`config.mk`:
```
export PLATFORM = sky130hd
export DESIGN_NAME = sft_top
export DESIGN_NICKNAME = d
export VERILOG_FILES = /design/src/design/sft_pkg.sv /design/src/design/sft_fifo_if.sv /design/src/design/sft_top.sv /design/src/design/sft_fifo.sv
export SDC_FILE = /design/constraint.sdc
export NUM_CORES = 1
export LEC_CHECK = 0
export BUFFER_PORTS_ARGS = -buffer_cell sky130_fd_sc_hd__buf_4
export CAP_MARGIN = 40
export CORE_MARGIN = 2
export CORE_UTILIZATION = 62
export DETAILED_ROUTE_END_ITERATION = 12
export PLACE_DENSITY = 0.86
export SLEW_MARGIN = 20
export SYNTH_ARGS = -nofsm -noshare
export SYNTH_HDL_FRONTEND = slang
export SYNTH_SLANG_ARGS = --single-unit
```
`constraint.sdc`:
```
create_clock -name CLOCK -period 4.97 [get_ports CLOCK]
set_input_delay 0.497 -clock CLOCK [delete_from_list [all_inputs] [get_ports CLOCK]]
set_output_delay 0.497 -clock CLOCK [all_outputs]
set_load 0.01 [all_outputs]
```
`src/design/sft_pkg.sv`:
```
// constants shared by the sample fifo status and readout logic
package sft_pkg;

  // ************************************************************
  // data widths
  // ************************************************************
  localparam int unsigned WORD_W     = 24;  // stored result width
  localparam int unsigned LIMIT_W    = 12;  // one limit field
  localparam int unsigned ADDR_W     = 8;   // register address width
  localparam int unsigned CHAN_W     = 4;   // channel number width
  localparam int unsigned NUM_CHAN   = 16;  // channel count
  localparam int unsigned FIFO_DEPTH = 4;   // entries in the buffer
  localparam int unsigned LEVEL_W    = 3;   // holds 0 .. FIFO_DEPTH

  // ************************************************************
  // register map
  // ************************************************************
  localparam logic [ADDR_W-1:0] ADDR_LIMITS    = 8'h3C;
  localparam logic [ADDR_W-1:0] ADDR_READ_PORT = 8'h3D;

  // ************************************************************
  // field layout of the limit register
  // ************************************************************
  localparam int unsigned UPPER_LSB = 12;  // upper limit in [23:12]
  localparam int unsigned UPPER_MSB = 23;
  localparam int unsigned LOWER_LSB = 0;   // lower limit in [11:0]
  localparam int unsigned LOWER_MSB = 11;
  localparam int unsigned RESULT_LSB = 12; // result bits compared

  // ************************************************************
  // reset values
  // ************************************************************
  localparam logic [WORD_W-1:0]  LIMITS_RESET    = 24'hFF_F000;
  localparam logic [WORD_W-1:0]  READ_PORT_RESET = 24'h00_0000;
  localparam logic               EMPTY_RESET     = 1'b1;
  localparam logic [LEVEL_W-1:0] LEVEL_ZERO      = 3'h0;
  localparam logic [LEVEL_W-1:0] LEVEL_ONE       = 3'h1;
  localparam logic [LEVEL_W-1:0] LEVEL_FULL      = 3'h4;

  typedef logic [WORD_W-1:0]  sft_word_t;
  typedef logic [LIMIT_W-1:0] sft_limit_t;

endpackage

```
`src/design/sft_fifo_if.sv`:
```
// carrier between the readout logic and its sample buffer
`timescale 1ns/1ps
interface sft_fifo_if #(
  parameter int unsigned WIDTH   = 24,
  parameter int unsigned LEVEL_W = 3
);
  logic               in_valid;
  logic               in_ready;
  logic [WIDTH-1:0]   in_data;
  logic               out_valid;
  logic               out_ready;
  logic [WIDTH-1:0]   out_data;
  logic               flush;
  logic [LEVEL_W-1:0] level;

  // buffer side
  modport buffer (
    input  in_valid, in_data, out_ready, flush,
    output in_ready, out_valid, out_data, level
  );

  // user side
  modport user (
    output in_valid, in_data, out_ready, flush,
    input  in_ready, out_valid, out_data, level
  );
endinterface

```
`src/design/sft_top.sv`:
```
// sample buffer status flags, limit checks and register readout
`timescale 1ns/1ps
module sft_top (
  input  wire logic                               CLOCK,
  input  wire logic                               RESET_N,
  // enable and clear
  input  wire logic                               FIFO_ENABLE,
  input  wire logic                               FIFO_CLEAR,
  // results in, valid and ready
  input  wire logic                               CONV_VALID,
  input  wire logic [sft_pkg::WORD_W-1:0]         CONV_DATA,
  input  wire logic [sft_pkg::CHAN_W-1:0]         CONV_CHANNEL,
  output logic                                    CONV_READY,
  input  wire logic [sft_pkg::NUM_CHAN-1:0]       CHANNEL_LIMIT_CHECK_ENABLE,
  // register port
  input  wire logic [sft_pkg::ADDR_W-1:0]         REG_ADDR,
  input  wire logic                               REG_WRITE,
  input  wire logic                               REG_READ,
  input  wire logic [sft_pkg::WORD_W-1:0]         REG_WDATA,
  output logic [sft_pkg::WORD_W-1:0]              REG_RDATA,
  output logic                                    REG_RVALID,
  // status and occupancy
  output logic                                    EMPTY_FLAG,
  output logic                                    EMPTY_IRQ,
  output logic                                    UPPER_LIMIT_HIT,
  output logic                                    LOWER_LIMIT_HIT,
  output logic                                    CLEAR_DONE,
  output logic [sft_pkg::LEVEL_W-1:0]             FIFO_LEVEL
);

  // ************************************************************
  // declarations
  // ************************************************************
  // fill state; the empty flag reads it
  typedef enum logic [1:0] {
    ST_OFF,     // buffer disabled, held empty
    ST_IDLE,    // enabled, nothing stored
    ST_FILLED   // enabled, one or more entries stored
  } sft_state_e;

  // registered state, next values
  sft_state_e          state_reg,      state_next;
  sft_pkg::sft_word_t  limits_reg,     limits_next;
  sft_pkg::sft_word_t  rdata_reg,      rdata_next;
  logic                rvalid_reg,     rvalid_next;
  logic                empty_reg,      empty_next;
  logic                empty_irq_reg,  empty_irq_next;
  logic                upper_hit_reg,  upper_hit_next;
  logic                lower_hit_reg,  lower_hit_next;
  logic                clear_done_reg, clear_done_next;
  logic                ready_reg,      ready_next;
  // local copy of the buffer level
  logic [sft_pkg::LEVEL_W-1:0] level_reg, level_next;

  // helpers
  sft_pkg::sft_limit_t upper_limit_value;
  sft_pkg::sft_limit_t lower_limit_value;
  sft_pkg::sft_limit_t result_msbs;
  logic                check_enabled;
  // buffer handshakes
  logic                push;
  logic                pop;
  logic                flush;
  logic                clear_taken;
  // address decode
  logic                read_port_hit;
  logic                limits_read_hit;
  logic                limits_write_hit;
  // limit crossings this edge
  logic                upper_event;
  logic                lower_event;
  logic                emptied;

  // carrier to the buffer
  sft_fifo_if #(
    .WIDTH   (sft_pkg::WORD_W),
    .LEVEL_W (sft_pkg::LEVEL_W)
  ) buf_if ();

  // ************************************************************
  // sample buffer
  // ************************************************************
  // four entries, no flags inside
  sft_fifo #(
    .WIDTH   (sft_pkg::WORD_W),
    .DEPTH   (sft_pkg::FIFO_DEPTH),
    .LEVEL_W (sft_pkg::LEVEL_W)
  ) u_buffer (
    .clk   (CLOCK),
    .rst_n (RESET_N),
    .port  (buf_if.buffer)
  );

  // ************************************************************
  // address decode
  // ************************************************************
  // register accesses, keyed on the two mapped addresses
  // decoded in every cycle the strobe is high, not on its edge
  assign read_port_hit    = REG_READ  &
                            (REG_ADDR == sft_pkg::ADDR_READ_PORT);
  assign limits_read_hit  = REG_READ  &
                            (REG_ADDR == sft_pkg::ADDR_LIMITS);
  assign limits_write_hit = REG_WRITE &
                            (REG_ADDR == sft_pkg::ADDR_LIMITS);

  // writes to the data address are ignored
  // unmapped reads answer with zero

  // ************************************************************
  // buffer control
  // ************************************************************
  // a clear counts only while the buffer is enabled
  // a clear while disabled: no done pulse
  assign clear_taken = FIFO_CLEAR & FIFO_ENABLE;
  // disabling or clearing empties the buffer; flush beats push and pop
  assign flush = clear_taken | ~FIFO_ENABLE;
  // results enter only while the registered ready is high
  assign push  = CONV_VALID & ready_reg & ~flush;
  // a data read removes the head entry, if any
  assign pop   = read_port_hit & buf_if.out_valid & ~flush;
  // empty buffer: no pop, zero returned
  // a result offered with a clear is lost

  // buffer wiring
  // same push and pop as the level mirror
  assign buf_if.in_valid  = push;
  assign buf_if.in_data   = CONV_DATA;
  assign buf_if.out_ready = pop;
  assign buf_if.flush     = flush;

  // ************************************************************
  // limit comparison on incoming results
  // ************************************************************
  // limit fields and the compared slice of the stored result
  assign upper_limit_value =
    limits_reg[sft_pkg::UPPER_MSB:sft_pkg::UPPER_LSB];
  assign lower_limit_value =
    limits_reg[sft_pkg::LOWER_MSB:sft_pkg::LOWER_LSB];
  assign result_msbs =
    CONV_DATA[sft_pkg::WORD_W-1:sft_pkg::RESULT_LSB];
  // top twelve bits meet the limits

  // per channel enable picked by the result's channel number
  assign check_enabled = CHANNEL_LIMIT_CHECK_ENABLE[CONV_CHANNEL];
  // four bits pick one of sixteen enables

  // a result being stored crosses a limit
  assign upper_event = push & check_enabled &
                       (result_msbs >= upper_limit_value);
  assign lower_event = push & check_enabled &
                       (result_msbs <= lower_limit_value);

  // judged on storing, not on readout
  // limits quasi-static: flush after a change
  // unsigned compare

  // ************************************************************
  // occupancy and state
  // ************************************************************
  // occupancy after this edge, mirroring the buffer's own count
  // lets the flags look one edge ahead
  // flush first, then push or pop
  always_comb begin
    level_next = buf_if.level;
    if (flush) begin
      level_next = sft_pkg::LEVEL_ZERO;
    end else if (push && !pop) begin
      level_next = buf_if.level + sft_pkg::LEVEL_ONE;
    end else if (pop && !push) begin
      level_next = buf_if.level - sft_pkg::LEVEL_ONE;
    end
  end

  // buffer is empty after this edge
  assign emptied = (level_next == sft_pkg::LEVEL_ZERO);
  // also zero through a flush

  // enable and fill state of the buffer
  // any disable returns to off
  // idle and filled swap on level
  always_comb begin
    state_next = state_reg;
    case (state_reg)
      ST_OFF: begin
        if (FIFO_ENABLE) begin
          state_next = ST_IDLE;
        end
      end
      ST_IDLE: begin
        if (!FIFO_ENABLE) begin
          state_next = ST_OFF;
        end else if (!emptied) begin
          state_next = ST_FILLED;
        end
      end
      ST_FILLED: begin
        if (!FIFO_ENABLE) begin
          state_next = ST_OFF;
        end else if (emptied) begin
          state_next = ST_IDLE;
        end
      end
      // unused code falls back to off
      default: begin
        state_next = ST_OFF;
      end
    endcase
  end

  // ************************************************************
  // status flags
  // ************************************************************
  // empty flag and its interrupt move together
  // empty unless entries will be held
  always_comb begin
    empty_next     = (state_next != ST_FILLED);
    empty_irq_next = empty_next;
  end

  // limit hits: a new event outweighs the clear on emptying
  // sticky until the buffer empties
  always_comb begin
    upper_hit_next = upper_hit_reg;
    lower_hit_next = lower_hit_reg;
    if (emptied) begin
      upper_hit_next = 1'b0;
      lower_hit_next = 1'b0;
    end
    if (upper_event) begin
      upper_hit_next = 1'b1;
    end
    if (lower_event) begin
      lower_hit_next = 1'b1;
    end
  end

  // clear completion pulse and input ready
  // ready drops at the edge that takes a clear or fills the buffer
  // done pulses once per clear
  always_comb begin
    clear_done_next = clear_taken;
    ready_next      = FIFO_ENABLE & ~FIFO_CLEAR &
                      (level_next != sft_pkg::LEVEL_FULL);
  end

  // ************************************************************
  // register file
  // ************************************************************
  // limit register written by the host, held otherwise
  // a write lands at the next edge
  // other addresses are read only
  always_comb begin
    limits_next = limits_reg;
    if (limits_write_hit) begin
      limits_next = REG_WDATA;
    end
  end

  // read data: head entry, limits, or zero when unmapped or empty
  // data stand until the next read
  // valid answers every read, mapped or not
  always_comb begin
    rdata_next  = rdata_reg;
    rvalid_next = REG_READ;
    if (read_port_hit) begin
      if (pop) begin
        rdata_next = buf_if.out_data;
      end else begin
        rdata_next = sft_pkg::READ_PORT_RESET;
      end
    end else if (limits_read_hit) begin
      rdata_next = limits_reg;
    end else if (REG_READ) begin
      rdata_next = '0;
    end
  end

  // ************************************************************
  // registers
  // ************************************************************
  // every output is taken from here
  // constants only in reset
  // all top-level state in one register bank; the buffer keeps its own
  always_ff @(posedge CLOCK or negedge RESET_N) begin
    if (!RESET_N) begin
      state_reg      <= ST_OFF;
      limits_reg     <= sft_pkg::LIMITS_RESET;
      rdata_reg      <= sft_pkg::READ_PORT_RESET;
      rvalid_reg     <= 1'b0;
      empty_reg      <= sft_pkg::EMPTY_RESET;
      empty_irq_reg  <= sft_pkg::EMPTY_RESET;
      upper_hit_reg  <= 1'b0;
      lower_hit_reg  <= 1'b0;
      clear_done_reg <= 1'b0;
      ready_reg      <= 1'b0;
      level_reg      <= sft_pkg::LEVEL_ZERO;
    end else begin
      state_reg      <= state_next;
      limits_reg     <= limits_next;
      rdata_reg      <= rdata_next;
      rvalid_reg     <= rvalid_next;
      empty_reg      <= empty_next;
      empty_irq_reg  <= empty_irq_next;
      upper_hit_reg  <= upper_hit_next;
      lower_hit_reg  <= lower_hit_next;
      clear_done_reg <= clear_done_next;
      ready_reg      <= ready_next;
      level_reg      <= level_next;
    end
  end

  // ************************************************************
  // outputs
  // ************************************************************
  // plain wires from the registers
  assign CONV_READY      = ready_reg;
  assign REG_RDATA       = rdata_reg;
  assign REG_RVALID      = rvalid_reg;
  assign EMPTY_FLAG      = empty_reg;
  assign EMPTY_IRQ       = empty_irq_reg;
  assign UPPER_LIMIT_HIT = upper_hit_reg;
  assign LOWER_LIMIT_HIT = lower_hit_reg;
  assign CLEAR_DONE      = clear_done_reg;
  assign FIFO_LEVEL      = level_reg;

endmodule // sft_top

```
`src/design/sft_fifo.sv`:
```
// small first-in first-out buffer of stored results
`timescale 1ns/1ps
module sft_fifo #(
  parameter int unsigned WIDTH   = 24,
  parameter int unsigned DEPTH   = 4,
  parameter int unsigned LEVEL_W = 3
) (
  input  wire logic clk,
  input  wire logic rst_n,
  sft_fifo_if.buffer port
);
  localparam int unsigned PTR_W = (DEPTH > 1) ? $clog2(DEPTH) : 1;

  logic [WIDTH-1:0]   mem_reg  [DEPTH];
  logic [WIDTH-1:0]   mem_next [DEPTH];
  logic [PTR_W-1:0]   wr_ptr_reg, wr_ptr_next;
  logic [PTR_W-1:0]   rd_ptr_reg, rd_ptr_next;
  logic [LEVEL_W-1:0] level_reg,  level_next;
  logic               push;
  logic               pop;

  // ************************************************************
  // handshakes and next state
  // ************************************************************
  assign port.in_ready  = (level_reg != LEVEL_W'(DEPTH));
  assign port.out_valid = (level_reg != '0);
  assign port.out_data  = mem_reg[rd_ptr_reg];
  assign port.level     = level_reg;
  assign push = port.in_valid & port.in_ready & ~port.flush;
  assign pop  = port.out_ready & port.out_valid & ~port.flush;

  // pointers wrap at depth; flush empties without touching storage
  always_comb begin
    mem_next    = mem_reg;
    wr_ptr_next = wr_ptr_reg;
    rd_ptr_next = rd_ptr_reg;
    level_next  = level_reg;
    if (push) begin
      mem_next[wr_ptr_reg] = port.in_data;
      wr_ptr_next = (wr_ptr_reg == PTR_W'(DEPTH - 1)) ? '0
                                                    : wr_ptr_reg + 1'b1;
    end
    if (pop) begin
      rd_ptr_next = (rd_ptr_reg == PTR_W'(DEPTH - 1)) ? '0
                                                    : rd_ptr_reg + 1'b1;
    end
    if (port.flush) begin
      wr_ptr_next = '0;
      rd_ptr_next = '0;
      level_next  = '0;
    end else if (push && !pop) begin
      level_next = level_reg + 1'b1;
    end else if (pop && !push) begin
      level_next = level_reg - 1'b1;
    end
  end

  // state registers
  always_ff @(posedge clk or negedge rst_n) begin
    if (!rst_n) begin
      for (int i = 0; i < DEPTH; i++) begin
        mem_reg[i] <= '0;
      end
      wr_ptr_reg <= '0;
      rd_ptr_reg <= '0;
      level_reg  <= '0;
    end else begin
      mem_reg    <= mem_next;
      wr_ptr_reg <= wr_ptr_next;
      rd_ptr_reg <= rd_ptr_next;
      level_reg  <= level_next;
    end
  end
endmodule // sft_fifo

```
==> flow_metrics.tcl, run 1 <==
set metrics [dict create \
    hold_path.startpoint "REG_WDATA[10]" \
    drv_slew 0 \
    ys_seq_area_frac 0.527 \
    n_antenna_cell 0 \
    place_ws_ns 2.07 \
    synth_most_common_cell "dfrtp_1" \
    fin_tns_setup_ns 0 \
    finalWeightedCongestion 0.866 \
    synthDominantCellAreaShare 0.483 \
    layout-drive-gt1-share 0.407 \
    grt_pass1_vias 5680 \
    routed_wirelength_mm 18.7 \
    route.detailed.drc 0 \
    grt_usage 0.296 \
    synth_top_area_cell "dfrtp_1" \
    fin_crit_sh 0.577 \
    setup_slack_ns 2.10 \
    setup_viol 0 \
    maxCapViolations 0 \
    finalHoldViolations 0 \
    cts_num_sinks 162 \
    finalNetCount 834 \
    status "completed" \
    slowest_delay_ns 0.73 \
    grt_max_degree 86 \
    synth_cells 604 \
    h-tree-depth 4 \
    worst_pin_slew_ns 0.797 \
    cts_tree "built" \
    cts.path.max_buffers 2 \
    clockPowerShare 0.423 \
    regArea_um2 4070 \
    num_rows 40 \
    core-area_um2 12100 \
    port_buffers 116 \
    worstHoldPathType "primary input to flip-flop" \
    async_flop_share 1.00 \
    drt-pass1-iter-count 6 \
    vias 5450 \
    startpoint_type "flip-flop" \
    path_clk_slew_ns 0.07 \
    post-dp-hpwl_mm 12.6 \
    cell_internal_pwr_uw 2450 \
    p_sw_uw 772 \
    die_y_um 116 \
    p_leak_uw 0.00452 \
    crit_path_start "u_buffer.port.level[1]" \
    synth_edf_count 0 \
    worstPathCellList "inv_1 -> ha_1 -> nor2b_1 -> nor4b_4 -> mux2_4 -> xor2_1 -> nand2_2 -> a32o_1" \
    fillCellCount 697 \
    boundaryPins 117 \
    slowest_stage "nor4b_4" \
    relSlewSlack 0.467 \
    antenna_found_initial 0 \
    crit_fanout 12 \
    synth_common_cells "dfrtp_1, mux2_2, nand2_1, nor2_1, a21oi_1" \
    routed_via_density 6.06 \
    finalCriticalPeriod_ns 2.87 \
    drtIter0Drc 511 \
    synth_area_leaders "dfrtp_1, mux2_2, mux4_2" \
    syn_avg_cell_area_um2 12.8 \
    fp.dieW_um 116 \
    critPathKind "flip-flop to flip-flop" \
    multiInputGateArea_um2 3400 \
    avgRoutedWirePerCell_um 20.8 \
    crit_arrival_ns 3.18 \
    power_density_nw_per_um2 342 \
    yosysWarnings 0 \
    largest_register_ffs 96 \
    die-area_um2 13400 \
    power_frac_comb 0.121 \
    start_util 0.638 \
    worstSetupEndpointType "flip-flop" \
    ys_seq_elements 162 \
    synthToLayoutAreaGrowth_pct 21.7 \
    p_seq_frac 0.455 \
    antenna_left 0 \
    root_buffer "clkbuf_16" \
    worstReg2RegStart "u_buffer.port.level[1]" \
    swShare 0.240 \
    clock_latency_ns 0.43 \
    grt-ovfl-total 0 \
    cts_setup_buffers 0 \
    fmaxAchievable_ghz 0.349 \
    synth_ff_type "dfrtp_1" \
    syn_area_um2 7720 \
    grt_setup_unrepaired "no" \
    finClkSkew_ns 0.00823 \
    grt_pass1_wl_mm 29.3 \
    required_ns 5.28 \
    vdd.ir_drop.worst_mv 0.183 \
    syn-num-nets 719 \
    cts_buffers 17 \
    yosysUniqueCellTypes 51 \
]
area by class of cell:
class	count	area share
inverter	31	0.0124
tap	168	0.0224
multi-input combinational	379	0.361
clock buffer	21	0.0500
sequential	162	0.433
timing repair buffer	128	0.105
clock inverter	11	0.0161
per-layer routing:
layer	track usage	wire (µm)	up-vias
met1	0.397	7780	2739
met3	0.0607	1220	52
met4	0.135	596	0
met2	0.473	9140	245
li1	-	-	2414
met5	0	0	-
placed cells by master, fill, tap and decap left out, types with 3 or more instances in the layout:
| master | n |
|---|---|
| a21oi_1 | 33 |
| clkbuf_16 | 17 |
| o21ai_0 | 32 |
| dfstp_2 | 13 |
| mux2_2 | 91 |
| mux4_2 | 29 |
| nand4_1 | 4 |
| o211ai_1 | 3 |
| inv_1 | 31 |
| maj3_1 | 4 |
| dfrtp_1 | 149 |
| buf_4 | 125 |
| a22oi_1 | 25 |
| o21a_1 | 3 |
| nand2_1 | 39 |
| clkbuf_8 | 3 |
| nor2b_1 | 3 |
| bufinv_16 | 3 |
| xnor2_1 | 4 |
| ha_1 | 32 |
| clkinvlp_4 | 4 |
| mux2_1 | 3 |
| nor2_1 | 37 |
through the flow:
| step | total power [µW] | util | hold slack (ns) | instances | area (µm²) |
|---|---|---|---|---|---|
| after global placement | 1830 | 0.722 | 0.458 | 866 | 8740 |
| after CTS | 3220 | 0.776 | 0.259 | 900 | 9400 |
| after detailed placement | 1870 | 0.724 | 0.408 | 867 | 8770 |
| final | 3220 | 0.776 | 0.275 | 900 | 9400 |
| after global routing | 3330 | 0.776 | 0.283 | 900 | 9400 |
| after floorplan | 1670 | - | 0.201 | 604 | 7720 |
final timing paths:
kind	end	slack, ns	depth (start not counted)
max	UPPER_LIMIT_HIT	2.10	8
min in group asynchronous	FIFO_LEVEL[0]	0.54	2
max in group asynchronous	u_buffer.mem_reg[21]	3.57	3
min reg2reg	u_buffer.mem_reg[84]	0.49	2
min	limits_reg[10]	0.28	3
max reg2reg	UPPER_LIMIT_HIT	2.10	8
worst max-delay path, delay by kind of cell, from the launching register on:
| kind | cells | cell delay (ns) |
|---|---|---|
| compound gates | 1 | 0.28 |
| xor+xnor | 1 | 0.30 |
| buf+inv | 1 | 0.13 |
| fa+ha+maj | 1 | 0.24 |
| mux | 1 | 0.37 |
| simple gates | 3 | 1.02 |
| flops | 1 | 0.41 |
logic make-up after synthesis:
family / count (synthesis) / synth area share
buf+inv: 63 / 0.0335
fa+ha+maj: 36 / 0.0570
mux: 126 / 0.226
compound gates: 111 / 0.0891
simple gates: 100 / 0.0606
xor+xnor: 6 / 0.00680
flops: 162 / 0.527
what timing repair did:
item	CTS	global route
endpoints found under the hold margin	22	0
gates resized for setup	0	0
hold buffers	1	0
power groups by stage:
| stage | combinational [µW] | clock [µW] | sequential (µW) |
|---|---|---|---|
| 3_5_place_dp | 382 | 0 | 1480 |
| 6_report | 390 | 1360 | 1470 |
| 2_1_floorplan | 194 | 0 | 1480 |
| 4_1_cts | 388 | 1370 | 1460 |
| 5_1_grt | 421 | 1430 | 1470 |
| 3_3_place_gp | 357 | 0 | 1470 |
Power figures use the tool's default switching activity.
==> run 2: changes to the inputs <==
Settings changed: CORE_UTILIZATION 62 to 57, PLACE_DENSITY 0.86 to 0.8.
Clock period 4.97 ns to 2.9 ns, I/O delays scaled along.
==> run 2 against run 1 <==
- fmax rose by 20%
- combinational power increased by 72%
- clock skew is 0.0016 ns lower
- sequential cell count did not move
- critical endpoint is now LOWER_LIMIT_HIT
- largest cell class unchanged
- largest power group unchanged
==> flow_metrics.tcl, run 2 (same netlist as run 1, synthesis figures left out) <==
set metrics [dict create \
    crit_fanout 4 \
    start_util 0.583 \
    r2r-end "LOWER_LIMIT_HIT" \
    worstSetupEndpointType "flip-flop" \
    h-tree-depth 4 \
    relSlewSlack 0.559 \
    maxCapViolations 0 \
    cts.path.max_buffers 2 \
    slowest_stage "dfrtp_1" \
    fp.dieW_um 120 \
    grt_setup_unrepaired "no" \
    die-area_um2 14500 \
    power_density_nw_per_um2 573 \
    finalCriticalPeriod_ns 2.38 \
    critPathKind "flip-flop to flip-flop" \
    status "completed" \
    avgRoutedWirePerCell_um 20.1 \
    worst-r2r-cell-count 8 \
    vdd.ir_drop.worst_mv 0.402 \
    layout_commonest_cell "dfrtp_1" \
    grt_pass1_vias 5504 \
    finalWeightedCongestion 0.853 \
    cts_num_sinks 162 \
    cp_top_family "simple AND/OR/NAND/NOR gates" \
    finalHoldViolations 0 \
    grt_max_degree 69 \
    fin_tns_setup_ns 0 \
    cts_buffers 17 \
    placed_area_um2 8850 \
    routed_wirelength_mm 18.4 \
    cts_tree "built" \
    cp_num_buf_inv 1 \
    timing.reg2reg.setup_slack_ns 0.52 \
    route.detailed.drc 0 \
    synthToLayoutAreaGrowth_pct 22.4 \
    cts_resized 0 \
    p_leak_uw 0.00457 \
    clock_latency_ns 0.42 \
    crit_path_start "u_buffer.port.level[0]" \
    worst_pin_slew_ns 0.660 \
    grt-ovfl-total 0 \
    layout-drive-gt1-share 0.415 \
    grt_pass1_wl_mm 29.0 \
    worstHoldPathType "primary input to flip-flop" \
    root_buffer "clkbuf_16" \
    port_buffers 116 \
    boundaryPins 117 \
    num_rows 42 \
    required_ns 3.21 \
    fin_area_um2 9460 \
    routed_via_density 5.90 \
    worstPathCellList "inv_1 -> ha_1 -> nor2b_1 -> nor4b_4 -> mux2_4 -> xor2_1 -> nand2_2 -> a32o_1" \
    n_antenna_cell 0 \
    core-area_um2 13200 \
    fmaxAchievable_ghz 0.420 \
    crit_cells 8 \
    vias 5416 \
    slowest_delay_ns 0.41 \
    grt_usage 0.266 \
    setup_viol 0 \
    worstReg2RegStart "u_buffer.port.level[0]" \
    drt-pass1-iter-count 6 \
    hold_ws_ns 0.0770 \
    fin_crit_sh 0.821 \
    antenna_found_initial 0 \
    crit_arrival_ns 2.69 \
    drv_slew 0 \
    die_y_um 120 \
    antenna_left 0 \
    startpoint_type "flip-flop" \
    layout_common_cells "dfrtp_1, buf_4, mux2_2, nand2_1, nor2_1" \
    finClkSkew_ns 0.00664 \
    post-dp-hpwl_mm 13.0 \
    drtIter0Drc 466 \
    cp-endpoint "LOWER_LIMIT_HIT" \
    path_clk_slew_ns 0.06 \
    largest_register_ffs 96 \
    finalNetCount 844 \
]
[run 2: area by class of cell]
| cell class | count | area (µm²) |
|---|---|---|
| multi-input cells | 379 | 3400 |
| repair buffers | 138 | 1050 |
| inverters | 31 | 116 |
| flip-flops and latches | 162 | 4070 |
| well taps | 176 | 220 |
| clock inverters | 11 | 129 |
| fillers | 937 | 3790 |
| clock buffers | 21 | 470 |
[run 2: worst min-delay path by stage]
stage,from,to,slack (ns),cells after the start
final,REG_WDATA[19],limits_reg[19],0.08,3
after global routing,REG_WDATA[11],limits_reg[11],0.07,3
after CTS,REG_WDATA[19],limits_reg[19],0.07,3
after detailed placement,RESET_N,FIFO_LEVEL[0],0.33,1
after global placement,RESET_N,FIFO_LEVEL[0],0.32,1
after floorplan,RESET_N,CLEAR_DONE,-0.006,0
[run 2: where the power goes]
part | internal (µW) | leakage [µW] | switching [µW]
sequential | 2420 | 0.00208 | 85.9
combinational | 345 | 0.00220 | 324
clock | 1340 | 0.000290 | 903
total | 4110 | 0.00457 | 1310
[run 2: layer usage]
metal / GRT usage / share of wire / wire length, µm
met5: 0 / 0 / 0
met4: 0.0799 / 0.015 / 279
met3: 0.0594 / 0.070 / 1300
met2: 0.435 / 0.50 / 9280
met1: 0.361 / 0.41 / 7580
[run 2: metrics by stage]
stage	cells	setup slack, ns	total power (µW)	util
3_5_place_dp	885	0.556	3200	0.668
5_1_grt	918	0.334	5620	0.714
4_1_cts	918	0.535	5440	0.714
6_report	918	0.518	5420	0.714
2_1_floorplan	604	0.675	2860	-
3_3_place_gp	885	0.610	3170	0.668
[run 2: what timing repair did]
item	in CTS	in global routing
buffers inserted	0	0
hold endpoints to repair	52	0
hold buffers	1	0
endpoints found under the setup margin	0	0
[run 2: tightest hold or removal path, delay by kind of cell]
kind / cells / cell delay, ns
buf+inv: 1 / 0.08
simple gates: 1 / 0.03
compound gates: 1 / 0.06
